[src/hw/itse_pkg.sv]
/*
 * Constants for the I/O, timer-skip, serial and clock instruction executer:
 * instruction codes, register offsets, field positions and reset values.
 * Assumes a 10-bit instruction word and a 4-bit accumulator datapath.
 */
`default_nettype none

package itse_pkg;

    // ----------------------------------------------------------------
    // instruction codes
    // ----------------------------------------------------------------
    localparam logic [9:0] OP_SKIP_T1 = 10'h280;
    localparam logic [9:0] OP_SKIP_T2 = 10'h281;
    localparam logic [9:0] OP_SKIP_T3 = 10'h282;
    localparam logic [9:0] OP_SKIP_T4 = 10'h283;
    localparam logic [9:0] OP_IN_BASE = 10'h260;
    localparam logic [9:0] OP_OUT_BASE = 10'h220;
    localparam logic [9:0] OP_SET_ALL = 10'h011;
    localparam logic [9:0] OP_CLR_BIT = 10'h014;
    localparam logic [9:0] OP_SET_BIT = 10'h015;
    localparam logic [9:0] OP_TEST_BIT = 10'h024;
    localparam logic [9:0] OP_RD_PULL0 = 10'h257;
    localparam logic [9:0] OP_WR_PULL0 = 10'h22D;
    localparam logic [9:0] OP_RD_PULL1 = 10'h25E;
    localparam logic [9:0] OP_WR_PULL1 = 10'h22E;
    localparam logic [9:0] OP_RD_KW0 = 10'h256;
    localparam logic [9:0] OP_WR_KW0 = 10'h21B;
    localparam logic [9:0] OP_RD_KW1 = 10'h259;
    localparam logic [9:0] OP_WR_KW1 = 10'h214;
    localparam logic [9:0] OP_RD_KW2 = 10'h25A;
    localparam logic [9:0] OP_WR_KW2 = 10'h215;
    localparam logic [9:0] OP_WR_FMT0 = 10'h228;
    localparam logic [9:0] OP_WR_FMT1 = 10'h229;
    localparam logic [9:0] OP_WR_FMT2 = 10'h22A;
    localparam logic [9:0] OP_WR_FMT3 = 10'h22B;
    localparam logic [9:0] OP_SI_READ = 10'h278;
    localparam logic [9:0] OP_SI_WRITE = 10'h238;
    localparam logic [9:0] OP_SERIAL_START = 10'h29E;
    localparam logic [9:0] OP_SERIAL_SKIP = 10'h288;
    localparam logic [9:0] OP_RD_SCTL = 10'h242;
    localparam logic [9:0] OP_WR_SCTL = 10'h202;
    localparam logic [9:0] OP_SEL_CERAMIC = 10'h29A;
    localparam logic [9:0] OP_SEL_RC = 10'h29B;
    localparam logic [9:0] OP_SEL_CRYSTAL = 10'h29D;
    localparam logic [9:0] OP_WR_CCB = 10'h209;
    localparam logic [9:0] OP_RD_MODE = 10'h252;
    localparam logic [9:0] OP_WR_MODE = 10'h216;
    localparam logic [2:0] PORT_NONE = 3'h7;
    localparam logic [2:0] PORT_THREE_BIT = 3'h2;
    localparam logic [2:0] PORT_TWO_BIT = 3'h3;

    // ----------------------------------------------------------------
    // interrupt enable bit positions
    // ----------------------------------------------------------------
    localparam int IE1_T1 = 2;
    localparam int IE1_T2 = 3;
    localparam int IE2_T3 = 0;
    localparam int IE2_T4 = 1;
    localparam int IE2_SER = 3;

    // ----------------------------------------------------------------
    // bus register map and fields
    // ----------------------------------------------------------------
    localparam logic [3:0] ADDR_IRQ_EN = 4'h0;
    localparam logic [3:0] ADDR_STATUS = 4'h4;
    localparam logic [3:0] ADDR_CLOCK = 4'h8;
    localparam logic [3:0] ADDR_BIT_PORT = 4'hC;
    localparam int CLK_F_SEL = 0;
    localparam int CLK_F_CCB = 2;
    localparam int CLK_F_MODE = 4;
    localparam int STAT_F_SER = 4;

    // ----------------------------------------------------------------
    // reset values
    // ----------------------------------------------------------------
    localparam logic [3:0] RST_NIBBLE = 4'h0;
    localparam logic [7:0] RST_BIT_PORT = 8'h00;
    localparam logic [7:0] RST_SHIFT = 8'h00;

    typedef enum logic [1:0] {
        ITSE_CLK_CERAMIC = 2'b00,
        ITSE_CLK_RC = 2'b01,
        ITSE_CLK_CRYSTAL = 2'b10
    } itse_clk_sel_e;

endpackage : itse_pkg

`default_nettype wire

[src/hw/itse_core.sv]
/*
 * Executes the timer-skip, port I/O, bit-port, pull-up, key-wakeup, output
 * format, serial and clock-select instructions of a 4-bit core.
 * Assumes the sequencer presents one instruction word per cycle with its
 * A, B and Y values on the same clock, and consumes acc/b/skip one cycle
 * later. Port pins are asynchronous and synchronised here.
 */
// Register access over Avalon-MM and the register addresses were left to the implementer.
// Summary of operation
// - timer-one skip test: enable bit clear and flag set, skip and clear flag
// - timer-two skip test: enable bit clear and flag set, skip and clear flag
// - timer-three skip test: enable bit clear and flag set, skip and clear flag
// - timer-four skip test: enable bit clear and flag set, skip and clear flag
// - port input copies selected port pins into accumulator
// - port output writes accumulator into selected port latch
// - three-bit port: input clears acc bit 3, output writes three bits
// - two-bit port: moves only accumulator bits 1 and 0
// - set-all drives every bit-port line high in one cycle
// - bit-clear zeroes bit-port line chosen by pointer 0 to 7
// - bit-set raises bit-port line chosen by pointer, others unchanged
// - bit-test skips when selected line is zero
// - both pull-up registers read and written through accumulator
// - shift register high nibble with B, low nibble with accumulator
// - serial start clears completion flag and starts transfer
// - serial skip test: enable clear and flag set, skip and clear flag
// - three key-wakeup registers read and written through accumulator
// - four output format registers are write-only from accumulator
// - three instructions select ceramic, RC or crystal main clock
`default_nettype none

module itse_core
    import itse_pkg::*;
(
    input wire logic clock,
    input wire logic resetn,
    input wire logic ce,
    input wire logic instr_valid,
    input wire logic [9:0] instr,
    input wire logic [3:0] acc_in,
    input wire logic [3:0] breg_in,
    input wire logic [2:0] y_ptr,
    input wire logic [3:0] timer_event,
    input wire logic serial_done_event,
    input wire logic [3:0] p0_pin,
    input wire logic [3:0] p1_pin,
    input wire logic [2:0] three_bit_pin,
    input wire logic [1:0] two_bit_pin,
    input wire logic [3:0] p4_pin,
    input wire logic [3:0] p5_pin,
    input wire logic [3:0] p6_pin,
    input wire logic [3:0] avs_address,
    input wire logic avs_read,
    input wire logic avs_write,
    input wire logic [31:0] avs_writedata,
    output logic [31:0] avs_readdata,
    output logic avs_waitrequest,
    output logic [3:0] acc_out,
    output logic acc_we,
    output logic [3:0] breg_out,
    output logic breg_we,
    output logic skip,
    output logic serial_start,
    output logic [3:0] p0_latch,
    output logic [3:0] p1_latch,
    output logic [2:0] three_bit_port,
    output logic [1:0] two_bit_port,
    output logic [3:0] p4_latch,
    output logic [3:0] p5_latch,
    output logic [3:0] p6_latch,
    output logic [7:0] bit_port,
    output logic [3:0] pullup_control_zero,
    output logic [3:0] pullup_control_one,
    output logic [3:0] key_wake_control_zero,
    output logic [3:0] key_wake_control_one,
    output logic [3:0] key_wake_control_two,
    output logic [3:0] output_format_zero,
    output logic [3:0] output_format_one,
    output logic [3:0] output_format_two,
    output logic [3:0] output_format_three,
    output logic [7:0] serial_shift,
    output logic [3:0] serial_control_register,
    output logic [1:0] clock_select,
    output logic clock_control_bit_register,
    output logic [3:0] clock_mode_register
);

    // ----------------------------------------------------------------
    // helpers
    // ----------------------------------------------------------------
    function automatic logic [2:0] port_of(input logic [9:0] word, input logic [9:0] base);
        port_of = (word[9:3] == base[9:3]) ? word[2:0] : PORT_NONE;
    endfunction : port_of

    function automatic logic [3:0] pin_nibble(input logic [2:0] idx, input logic [24:0] pins);
        logic [3:0] val;
        val = 4'h0;
        case (idx)
            3'h0: val = pins[3:0];
            3'h1: val = pins[7:4];
            3'h2: val = {1'b0, pins[10:8]};
            3'h3: val = {2'b00, pins[12:11]};
            3'h4: val = pins[16:13];
            3'h5: val = pins[20:17];
            3'h6: val = pins[24:21];
            default: val = 4'h0;
        endcase
        pin_nibble = val;
    endfunction : pin_nibble

    logic go;
    logic [3:0] irq_en1;
    logic [3:0] irq_en2;
    logic [3:0] timer_flag;
    logic serial_done_flag;
    logic [24:0] pin_meta;
    logic [24:0] pin_sync;
    logic [2:0] in_port;
    logic [2:0] out_port;
    logic [3:0] timer_skip_en;
    logic [3:0] timer_clr;
    logic serial_clr;
    logic [3:0] next_acc;
    logic next_acc_we;
    logic next_breg_we;
    logic next_skip;
    logic d_sel;

    assign go = ce & instr_valid;
    assign in_port = port_of(instr, OP_IN_BASE);
    assign out_port = port_of(instr, OP_OUT_BASE);
    assign timer_skip_en = {~irq_en2[IE2_T4], ~irq_en2[IE2_T3], ~irq_en1[IE1_T2],
                            ~irq_en1[IE1_T1]};
    assign d_sel = bit_port[y_ptr];

    // ----------------------------------------------------------------
    // pin synchronisers
    // ----------------------------------------------------------------
    always_ff @(posedge clock or negedge resetn) begin
        if (!resetn) begin
            pin_meta <= '0;
            pin_sync <= '0;
        end else if (ce) begin
            pin_meta <= {p6_pin, p5_pin, p4_pin, two_bit_pin, three_bit_pin, p1_pin, p0_pin};
            pin_sync <= pin_meta;
        end
    end

    // ----------------------------------------------------------------
    // decode
    // ----------------------------------------------------------------
    always_comb begin
        next_acc = acc_in;
        next_acc_we = 1'b0;
        next_breg_we = 1'b0;
        next_skip = 1'b0;
        timer_clr = 4'h0;
        serial_clr = 1'b0;
        if (go) begin
            case (instr)
                OP_SKIP_T1, OP_SKIP_T2, OP_SKIP_T3, OP_SKIP_T4: begin
                    if (timer_skip_en[instr[1:0]] && timer_flag[instr[1:0]]) begin
                        next_skip = 1'b1;
                        timer_clr[instr[1:0]] = 1'b1;
                    end
                end
                OP_TEST_BIT: next_skip = ~d_sel;
                OP_RD_PULL0: begin
                    next_acc = pullup_control_zero;
                    next_acc_we = 1'b1;
                end
                OP_RD_PULL1: begin
                    next_acc = pullup_control_one;
                    next_acc_we = 1'b1;
                end
                OP_RD_KW0: begin
                    next_acc = key_wake_control_zero;
                    next_acc_we = 1'b1;
                end
                OP_RD_KW1: begin
                    next_acc = key_wake_control_one;
                    next_acc_we = 1'b1;
                end
                OP_RD_KW2: begin
                    next_acc = key_wake_control_two;
                    next_acc_we = 1'b1;
                end
                OP_SI_READ: begin
                    next_acc = serial_shift[3:0];
                    next_acc_we = 1'b1;
                    next_breg_we = 1'b1;
                end
                OP_SERIAL_START: serial_clr = 1'b1;
                OP_SERIAL_SKIP: begin
                    if (!irq_en2[IE2_SER] && serial_done_flag) begin
                        next_skip = 1'b1;
                        serial_clr = 1'b1;
                    end
                end
                OP_RD_SCTL: begin
                    next_acc = serial_control_register;
                    next_acc_we = 1'b1;
                end
                OP_RD_MODE: begin
                    next_acc = clock_mode_register;
                    next_acc_we = 1'b1;
                end
                default: begin
                    if (in_port != PORT_NONE) begin
                        next_acc = pin_nibble(in_port, pin_sync);
                        if (in_port == PORT_TWO_BIT) begin
                            next_acc[3:2] = acc_in[3:2];
                        end
                        next_acc_we = 1'b1;
                    end
                end
            endcase
        end
    end

    // ----------------------------------------------------------------
    // core answer, one cycle per instruction
    // ----------------------------------------------------------------
    always_ff @(posedge clock or negedge resetn) begin
        if (!resetn) begin
            acc_out <= RST_NIBBLE;
            acc_we <= 1'b0;
            breg_out <= RST_NIBBLE;
            breg_we <= 1'b0;
            skip <= 1'b0;
            serial_start <= 1'b0;
        end else if (ce) begin
            acc_out <= next_acc;
            acc_we <= next_acc_we;
            breg_out <= serial_shift[7:4];
            breg_we <= next_breg_we;
            skip <= next_skip;
            serial_start <= go && (instr == OP_SERIAL_START);
        end
    end

    // ----------------------------------------------------------------
    // event flags, set wins over clear
    // ----------------------------------------------------------------
    always_ff @(posedge clock or negedge resetn) begin
        if (!resetn) begin
            timer_flag <= 4'h0;
            serial_done_flag <= 1'b0;
        end else if (ce) begin
            timer_flag <= timer_event | (timer_flag & ~timer_clr);
            serial_done_flag <= serial_done_event | (serial_done_flag & ~serial_clr);
        end
    end

    // ----------------------------------------------------------------
    // port latches and bit port
    // ----------------------------------------------------------------
    always_ff @(posedge clock or negedge resetn) begin
        if (!resetn) begin
            p0_latch <= RST_NIBBLE;
            p1_latch <= RST_NIBBLE;
            three_bit_port <= RST_NIBBLE[2:0];
            two_bit_port <= RST_NIBBLE[1:0];
            p4_latch <= RST_NIBBLE;
            p5_latch <= RST_NIBBLE;
            p6_latch <= RST_NIBBLE;
        end else if (go) begin
            case (out_port)
                3'h0: p0_latch <= acc_in;
                3'h1: p1_latch <= acc_in;
                3'h2: three_bit_port <= acc_in[2:0];
                3'h3: two_bit_port <= acc_in[1:0];
                3'h4: p4_latch <= acc_in;
                3'h5: p5_latch <= acc_in;
                3'h6: p6_latch <= acc_in;
                default: p0_latch <= p0_latch;
            endcase
        end
    end

    always_ff @(posedge clock or negedge resetn) begin
        if (!resetn) begin
            bit_port <= RST_BIT_PORT;
        end else if (go) begin
            if (instr == OP_SET_ALL) begin
                bit_port <= '1;
            end else if (instr == OP_CLR_BIT) begin
                bit_port[y_ptr] <= 1'b0;
            end else if (instr == OP_SET_BIT) begin
                bit_port[y_ptr] <= 1'b1;
            end
        end
    end

    // ----------------------------------------------------------------
    // peripheral control registers
    // ----------------------------------------------------------------
    always_ff @(posedge clock or negedge resetn) begin
        if (!resetn) begin
            pullup_control_zero <= RST_NIBBLE;
            pullup_control_one <= RST_NIBBLE;
            key_wake_control_zero <= RST_NIBBLE;
            key_wake_control_one <= RST_NIBBLE;
            key_wake_control_two <= RST_NIBBLE;
            output_format_zero <= RST_NIBBLE;
            output_format_one <= RST_NIBBLE;
            output_format_two <= RST_NIBBLE;
            output_format_three <= RST_NIBBLE;
            serial_control_register <= RST_NIBBLE;
            serial_shift <= RST_SHIFT;
        end else if (go) begin
            case (instr)
                OP_WR_PULL0: pullup_control_zero <= acc_in;
                OP_WR_PULL1: pullup_control_one <= acc_in;
                OP_WR_KW0: key_wake_control_zero <= acc_in;
                OP_WR_KW1: key_wake_control_one <= acc_in;
                OP_WR_KW2: key_wake_control_two <= acc_in;
                OP_WR_FMT0: output_format_zero <= acc_in;
                OP_WR_FMT1: output_format_one <= acc_in;
                OP_WR_FMT2: output_format_two <= acc_in;
                OP_WR_FMT3: output_format_three <= acc_in;
                OP_WR_SCTL: serial_control_register <= acc_in;
                OP_SI_WRITE: serial_shift <= {breg_in, acc_in};
                default: serial_shift <= serial_shift;
            endcase
        end
    end

    always_ff @(posedge clock or negedge resetn) begin
        if (!resetn) begin
            clock_select <= ITSE_CLK_CERAMIC;
            clock_control_bit_register <= 1'b0;
            clock_mode_register <= RST_NIBBLE;
        end else if (go) begin
            case (instr)
                OP_SEL_CERAMIC: clock_select <= ITSE_CLK_CERAMIC;
                OP_SEL_RC: clock_select <= ITSE_CLK_RC;
                OP_SEL_CRYSTAL: clock_select <= ITSE_CLK_CRYSTAL;
                OP_WR_CCB: clock_control_bit_register <= acc_in[0];
                OP_WR_MODE: clock_mode_register <= acc_in;
                default: clock_mode_register <= clock_mode_register;
            endcase
        end
    end

    // ----------------------------------------------------------------
    // avalon slave: one wait cycle, then answer
    // ----------------------------------------------------------------
    always_ff @(posedge clock or negedge resetn) begin
        if (!resetn) begin
            avs_waitrequest <= 1'b1;
            avs_readdata <= '0;
        end else if (ce) begin
            if ((avs_read || avs_write) && avs_waitrequest) begin
                avs_waitrequest <= 1'b0;
                avs_readdata <= '0;
                if (avs_address == ADDR_IRQ_EN) begin
                    avs_readdata[7:0] <= {irq_en2, irq_en1};
                end else if (avs_address == ADDR_STATUS) begin
                    avs_readdata[STAT_F_SER:0] <= {serial_done_flag, timer_flag};
                end else if (avs_address == ADDR_CLOCK) begin
                    avs_readdata[CLK_F_MODE+3:0] <= {clock_mode_register, 1'b0,
                                                     clock_control_bit_register, clock_select};
                end else if (avs_address == ADDR_BIT_PORT) begin
                    avs_readdata[7:0] <= bit_port;
                end
            end else begin
                avs_waitrequest <= 1'b1;
            end
        end
    end

    always_ff @(posedge clock or negedge resetn) begin
        if (!resetn) begin
            irq_en1 <= RST_NIBBLE;
            irq_en2 <= RST_NIBBLE;
        end else if (ce && avs_write && !avs_waitrequest && avs_address == ADDR_IRQ_EN) begin
            irq_en1 <= avs_writedata[3:0];
            irq_en2 <= avs_writedata[7:4];
        end
    end
endmodule : itse_core

`default_nettype wire

[config.mk]
export PLATFORM = sky130hd
export DESIGN_NAME = itse_core
export DESIGN_NICKNAME = d
export VERILOG_FILES = /design/src/hw/itse_pkg.sv /design/src/hw/itse_core.sv
export SDC_FILE = /design/constraint.sdc
export NUM_CORES = 1
export LEC_CHECK = 0
export ABC_AREA = 1
export BUFFER_PORTS_ARGS = -buffer_cell sky130_fd_sc_hd__buf_4
export CAP_MARGIN = 25
export CORE_MARGIN = 2
export CORE_UTILIZATION = 45
export DETAILED_ROUTE_END_ITERATION = 7
export GPL_TIMING_DRIVEN = 1
export PLACE_DENSITY_LB_ADDON = 0.15
export SYNTH_ARGS = -nofsm -noshare
export SYNTH_HDL_FRONTEND = slang
export SYNTH_SLANG_ARGS = --single-unit
export TNS_END_PERCENT = 50
[constraint.sdc]
create_clock -name clock -period 1.95 [get_ports clock]
set_input_delay 0.39 -clock clock [delete_from_list [all_inputs] [get_ports clock]]
set_output_delay 0.39 -clock clock [all_outputs]
set_load 0.01 [all_outputs]
==> summary.md, run 1 <==
| Metric | Value |
|---|---|
| Status | completed |
| Min Clock Period, post-route | 1578 ps |
| Tcrit/Tclk final | 80.92% |
| Lkg Pwr | 5.546 nW |
| Number of global-route vias before repair | 6994 |
| Row count | 49 |
| Met3 Track Usage GR | 5.437% |
| Pwr Density | 767.4 nW/um^2 |
| # IOs | 226 |
| Max Clock Freq | 633.7 MHz |
| Number of distinct library cells after synthesis | 39 |
| Post-synth design cell area | 8255 sq um |
| Max Transition Viols Final | 0 |
| DRC violation count after routing | 0 |
| Num CTS Buffers | 17 |
| Global Route met2 Usage | 39.81% |
| CTS sink count | 172 |
| Commonest non-fill, non-tap cells in the layout | 323 x nand2_1, 218 x buf_4, 171 x dfrtp_1 |
| CTS Buffer Depth | 2 |
| Ant. Diodes | 0 |
| CP endpoint kind | register |
| Die area | 19440 sq um |
| Slew @ Worst Pin | 603.1 ps |
| Worst hold path startpoint | p0_pin[1] |
| Fillers | 1686 |
| CTS tree | yes |
| Die height | 139.4 microns |
| Slew HR | 59.80% |
| Final Hold Viols | 0 |
| Sequential cell area | 4305 sq um |
| Placed Cells | 1439 |
| DP Area | 10020 sq um |
| Reg2reg setup slack | 430 ps |
| Total grt overflow | 0 |
| Clk_lat worst skew | 440 ps |
| Avg Vias per Cell | 5.001 |
| Vias after detailed routing | 7356 |
| DRT Pass-1 Iters | 4 |
| Hold WC Path Type | primary input to register |
| # H-tree levels | 4 |
| ANT nets after route | 0 |
| CTS root buffer | clkbuf_16 |
| First-pass GRT wire length | 36730 microns |
| Commonest non-fill, non-tap cell in the layout | nand2_1 |
| YS warnings | 0 |
| FF-to-FF End | avs_readdata[3]$_DFFE_PN0P_ |
| Post-CTS Setup Bufs | 0 |
| Finished Layout Cells | 1471 |
| Worst path arrival time | 1900 ps |
| Register area share after synthesis | 52.15% |
| Synth-to-layout area growth | 28.37% |
| Nets | 1323 |
| M1 GR Usage | 32.45% |
| Hold Crit Depth | 3 |
| Port bufs | 177 |
| First-iteration detailed-routing DRC count | 502 |
| Setup Skew | 9.248 ps |
| Area occupied by multi-input gates | 3333 sq um |
| Unrepaired setup endpoints after global routing | false |
| Gr busiest metal | met2 |
| VDD IR max | 0.6165 mV |
| Power, Total | 0.008133 W |
| Post-Syn Area per Cell | 8.086 sq um |
| Cells after Synth | 1021 |
| Layout Utilization | 59.00% |
| Cell area after layout | 10600 sq um |
| GRT Total Usage | 23.98% |
| CP Launch Type | primary input |
| Crit path kind | primary input to register |
| Routability cong. | 0.9312 |
| Layout cells sized above 1 | 23.19% |
| Post-DP HPWL | 16960 microns |
| Pin count of the biggest net entering global routing | 66 |
| R2R Path Start | avs_waitrequest$_DFFE_PN1P_ |
| Core area | 17960 sq um |
| Total Wirelength | 22960 microns |
| Initial antenna violation count | 0 |
| Initial Utilization | 45.96% |
| WL per Instance | 15.61 microns |
| Die width | 139.4 microns |
| Crit-path max FO | 6 |
| WP data required | 2270 ps |
| FF-to-FF path depth | 4 |
| Clock-pin slew on the worst setup and hold paths | 70 ps |
| Max Cap Violations | 0 |
| Final setup fails | 0 |
| Hold path endpoint | pin_meta[1]$_DFFE_PN0P_ |
| Synth Register Bits | 172 |
==> stage by stage <==
stage	setup WS, ps	TNS [ps]	hold WS [ps]
floorplan	197.2	0	94.41
global placement	-20.25	-42.39	215.0
detailed placement	-28.23	-83.61	214.8
CTS	425.3	0	142.8
global route	171.6	0	147.8
finish	372.0	0	149.9
==> state kept, by name, summed over array words and instances, names as in the netlist, 8 cells and up <==
signal / cells
pin_meta: 25
avs_readdata: 8
serial_shift: 8
pin_sync: 25
bit_port: 8
==> metal layers <==
metal  vias up  routed length [microns]
li1       3678                        -
met2       213                    11120
met4         0                      193
met3        17                     1460
met1      3448                    10190
met5         -                        0
==> critical path, stage by stage <==
cell     delay [ps]
buf_4           140
nor2_2          250
nand2_1         180
nor2_1          210
nand2_1         120
nand2_1          70
nor2_1           50
nand3_1         190
nor2_1           70
nand2_1          70
nand2_1          50
nand2_1          60
nand2_1          50
==> synth_stat cells <==
cell type / count / area (sq um)
nand2_1: 323 / 1212
dfrtp_1: 171 / 4279
o21ai_0: 92 / 460.4
nor2_1: 89 / 334.1
inv_1: 88 / 330.3
nand3_1: 44 / 220.2
nand4_1: 32 / 200.2
buf_4: 26 / 195.2
o21ai_1: 25 / 125.1
clkbuf_1: 22 / 82.58
a21oi_1: 15 / 75.07
mux2i_1: 14 / 140.1
inv_2: 13 / 48.80
a31oi_1: 9 / 56.30
o22ai_1: 7 / 43.79
mux2_2: 6 / 67.56
nor2_2: 5 / 31.28
nor3_1: 5 / 25.02
o221ai_1: 5 / 43.79
buf_2: 4 / 20.02
buf_1: 3 / 11.26
o22a_1: 3 / 26.28
nand2_2: 2 / 12.51
nor2_8: 2 / 40.04
nor3_2: 2 / 20.02
a21o_1: 1 / 7.510
a22oi_1: 1 / 7.510
buf_6: 1 / 11.26
clkinv_1: 1 / 3.750
conb_1: 1 / 3.750
dfstp_2: 1 / 26.28
nand3_2: 1 / 10.01
nand4_4: 1 / 21.27
nor2_4: 1 / 11.26
nor3_4: 1 / 16.27
nor4_1: 1 / 6.260
nor4_2: 1 / 12.51
o211ai_1: 1 / 7.510
o311ai_1: 1 / 8.760
==> power by group <==
part	total (W)	internal, W	switching [W]
Combinational	0.000902	0.000360	0.000541
Clock	0.00335	0.00189	0.00146
Sequential	0.00388	0.00377	0.000107
==> final cells by class <==
cell class	instances	area share (%)
clock inverter	13	1.346
timing repair buffer	223	16.21
tap	229	2.704
clock buffer	18	4.050
sequential	172	40.63
inverter	102	3.613
multi-input combinational	714	31.45
==> timing repair <==
item                      in CTS  in global routing
gates resized for setup        0                  0
hold buffers                   1                  0
hold endpoints to repair       7                  0
==> worst max path at each step <==
| stage | slack [ps] | cells after the start | endpoint | from |
|---|---|---|---|---|
| after detailed placement | -30 | 13 | acc_out[1]$_DFFE_PN0P_ | instr[2] |
| after global routing | 170 | 13 | acc_out[0]$_DFFE_PN0P_ | instr[2] |
| after floorplan | 200 | 7 | serial_shift[6]$_DFFE_PN0P_ | instr[2] |
| after global placement | -20 | 13 | acc_out[1]$_DFFE_PN0P_ | instr[2] |
| final | 370 | 13 | acc_out[0]$_DFFE_PN0P_ | instr[2] |
| after CTS | 430 | 13 | acc_out[0]$_DFFE_PN0P_ | instr[2] |
==> cells by family after synthesis <==
group,after synthesis,synth area share [%]
mux,20,2.516
simple gates,510,26.33
buf+inv,158,8.518
flops,172,52.15
other cells,1,0.04542
compound gates,160,10.44
No activity file was read; power rests on OpenSTA's default activity.
==> inputs of run 2 (changes only) <==
--- a/config.mk
+++ b/config.mk
@@ -5,7 +5,7 @@
 export SDC_FILE = /design/constraint.sdc
 export NUM_CORES = 1
 export LEC_CHECK = 0
-export ABC_AREA = 1
+export ABC_AREA = 0
 export BUFFER_PORTS_ARGS = -buffer_cell sky130_fd_sc_hd__buf_4
 export CAP_MARGIN = 25
 export CORE_MARGIN = 2
==> constraint.sdc (replaced) <==
create_clock -name clock -period 1.4 [get_ports clock]
set_input_delay 0.28 -clock clock [delete_from_list [all_inputs] [get_ports clock]]
set_output_delay 0.28 -clock clock [all_outputs]
set_load 0.01 [all_outputs]
==> run 2 against run 1 <==
  * The run now ends with negative setup slack left
  * Highest routed layer unchanged
  * Largest cell class unchanged
  * Clock skew down 0.78 ps
  * Global-route usage up 1.5 points
  * Die area down 2.7%
==> summary.md, run 2 <==
| Metric | Value |
|---|---|
| Status | complete, but fails checks |
| Failing checks | negative setup slack |
| Total Wirelength | 23630 microns |
| Compound-Gate Fraction of Synth Area | 8.388% |
| CTS root buffer | clkbuf_16 |
| # IOs | 226 |
| CP Launch Type | register |
| Most instantiated cells after synthesis | 171 x dfrtp_1, 148 x mux2_2, 35 x nand2_1 |
| FF-to-FF End | acc_out[3]$_DFFE_PN0P_ |
| Max Clock Freq | 622.4 MHz |
| CP peak stage delay | 380 ps |
| Simple-gate share of the synthesized area | 10.18% |
| Finished Layout Cells | 1173 |
| Crit. path cell count | 6 |
| Die height | 137.5 microns |
| Pwr Density | 1032 nW/um^2 |
| Buf+Inv Stages, Crit Path | 0 |
| Clk pwr share | 42.2% |
| Worst path arrival time | 1900 ps |
| Total grt overflow | 0 |
| DP Area | 10450 sq um |
| Setup ws final | -206.8 ps |
| VDD IR max | 0.8333 mV |
| Vias after detailed routing | 6462 |
| Global Route met2 Usage | 42.48% |
| Clock-pin slew on the worst setup and hold paths | 60 ps |
| Register area share after synthesis | 53.65% |
| Cell area after layout | 11550 sq um |
| Reg2reg setup slack | -210 ps |
| Reg power frac | 45.4% |
| Internal | 0.009097 W |
| GRT Total Usage | 25.50% |
| Commonest non-fill, non-tap cell in the layout | buf_4 |
| Avg Vias per Cell | 5.509 |
| Placed Cells | 1131 |
| Yosys top cell by area | dfrtp_1 |
| Post-DP HPWL | 17130 microns |
| Synth Area in Adders | 0% |
| CP endpoint | acc_out[3]$_DFFE_PN0P_ |
| Layout Utilization | 66.55% |
| Final setup fails | 32 |
| Pin count of the biggest net entering global routing | 63 |
| Gr busiest metal | met2 |
| Worst-path cell with the longest stage delay | dfrtp_1 |
| Final Hold Viols | 0 |
| FF-to-FF path depth | 6 |
| Core area | 17360 sq um |
| Number of distinct library cells after synthesis | 59 |
| YS warnings | 0 |
| Routability cong. | 0.8782 |
| Crit path kind | register to register |
| Yosys top cell area share | 53.32% |
| Crit-path max FO | 2 |
| Final setup TNS | -1561 ps |
| Commonest non-fill, non-tap cells in the layout | 276 x buf_4, 171 x dfrtp_1, 126 x mux2_2 |
| Hold WC Path Type | primary input to register |
| Min Clock Period, post-route | 1607 ps |
| Post-synth design cell area | 8025 sq um |
| Lkg Pwr | 5.608 nW |
| Unrepaired setup endpoints after global routing | true |
| M1 GR Usage | 33.91% |
| Met3 Track Usage GR | 6.291% |
| Predominant post-synthesis flop cell | dfrtp_1 |
| Synth-to-layout area growth | 43.94% |
| CP endpoint kind | register |
| Pre-CTS setup slack | -724.4 ps |
| Fillers | 1340 |
| Post-synthesis mux area share | 23.26% |
| Synth Register Bits | 172 |
| ANT nets after route | 0 |
| Die width | 137.5 microns |
| Setup Skew | 8.469 ps |
| Sw Pwr | 0.002822 W |
| First-pass GRT wire length | 36550 microns |
| Tcrit/Tclk final | 114.8% |
| DRT Pass-1 Iters | 5 |
| Max Transition Viols Final | 0 |
| CTS sink count | 172 |
| Die area | 18920 sq um |
| First-iteration detailed-routing DRC count | 514 |
| Biggest regs | pin_meta: 25 flops, pin_sync: 25 flops |
| CTS tree | yes |
| Combinational power share | 12.4% |
| Cells after Synth | 656 |
| WP data required | 1690 ps |
| Post-synth EDFFs | 0 |
| Critical Path, Cell by Cell | mux2_2, a32oi_1, a21oi_1, a211oi_2, a31o_2, o211ai_1 |
| CTS Buffer Depth | 2 |
| Row count | 48 |
| Initial antenna violation count | 0 |
| Nets | 1028 |
| Num CTS Buffers | 17 |
| Worst Setup SP | clock_mode_register[3]$_DFFE_PN0P_ |
| Cell with the most instances after synthesis | dfrtp_1 |
| Ant. Diodes | 0 |
| Port bufs | 177 |
| Post-Synth XOR/XNOR Area | 0% |
| # H-tree levels | 4 |
| Max Cap Violations | 0 |
| Sw frac | 23.67% |
| Main combinational cell family by area after synthesis | multiplexers |
| DRC violation count after routing | 0 |
| WL per Instance | 20.14 microns |
| Number of global-route vias before repair | 6675 |
| R2R Path Start | clock_mode_register[3]$_DFFE_PN0P_ |
| Crit path max-delay family | compound AO/OA/AOI/OAI gates |
| Ys async rst share | 100.0% |
| Top post-synthesis cells by area | dfrtp_1 53%, mux2_2 21%, buf_4 2.4%, nand2_1 1.6%, a21oi_1 1.4% |
| Layout cells sized above 1 | 57.70% |
| Clk_lat worst skew | 420 ps |
| Initial Utilization | 46.24% |
| Post-Syn Area per Cell | 12.23 sq um |
-- run 2: changes by cell type after synthesis, sizes merged, moves of 27 or more --
cell | previous run | this run
nand2 | 325 | 35
mux2 | 6 | 148
nor2 | 97 | 29
inv | 101 | 8
o21ai | 117 | 19
nand4 | 33 | 5
nand3 | 45 | 18
-- run 2: worst min-delay path, delay by kind of cell --
kind                   cells  cell delay [ps]
buffers and inverters      1               90
and+or+nand+nor            2               80
-- run 2: kinds of logic (layout without fill, tap and decap cells) --
logic type / after synthesis / count (layout)
DFF: 172 / 172
muxes: 163 / 163
and+or+nand+nor: 152 / 152
AOI/OAI and AO/OA: 100 / 100
buffers and inverters: 68 / 337
other: 1 / 24
-- run 2: stage by stage --
step	hold WS (ps)	total power (W)
after CTS	59.95	0.01194
after floorplan	-15.59	0.006156
after global routing	72.70	0.01240
after detailed placement	185.5	0.006892
after global placement	179.8	0.006854
final	67.58	0.01192
-- run 2: area by class of cell --
type,count,area (sq um),share of cell area (%)
repair buffers,297,2397,20.75
clock buffers,24,511.7,4.430
multi-input cells,439,3897,33.74
clock inverters,8,127.6,1.105
well taps,225,281.5,2.437
inverters,8,30.03,0.2600
flip-flops and latches,172,4305,37.27
-- run 2: power by group through the flow --
stage | clock [W] | sequential, W | combinational [W]
4_1_cts | 0.00511 | 0.00541 | 0.00142
3_3_place_gp | 0 | 0.00549 | 0.00137
2_1_floorplan | 0 | 0.00547 | 0.000690
6_report | 0.00503 | 0.00541 | 0.00147
3_5_place_dp | 0 | 0.00550 | 0.00139
5_1_grt | 0.00536 | 0.00544 | 0.00160
-- run 2: how the worst min path moves through the flow --
stage                   start                   endpoint  depth (start not counted)  slack [ps]
6_report       timer_event[3]  timer_flag[3]$_DFFE_PN0P_                          3          70
3_5_place_dp           resetn   pin_meta[16]$_DFFE_PN0P_                          1         190
2_1_floorplan          resetn     acc_out[0]$_DFFE_PN0P_                          0         -20
3_3_place_gp           resetn   pin_sync[16]$_DFFE_PN0P_                          1         180
5_1_grt             p5_pin[1]   pin_meta[18]$_DFFE_PN0P_                          2          70
4_1_cts        timer_event[3]  timer_flag[3]$_DFFE_PN0P_                          3          60
-- run 2: timing repair --
action                                  in CTS  in global routing
setup buffers                                2                  8
hold buffers                                 1                  0
hold endpoints to repair                    24                  0
pin swaps                                    9                 27
endpoints found under the setup margin      65                100
gates cloned                                 1                  0
gates resized for setup                     20                 65
-- run 2: routing by layer --
metal  part of all wire, %  wire, microns
met5                     0              0
met4                   1.4            322
met3                   7.4           1756
met2                    50          11730
met1                    42           9821
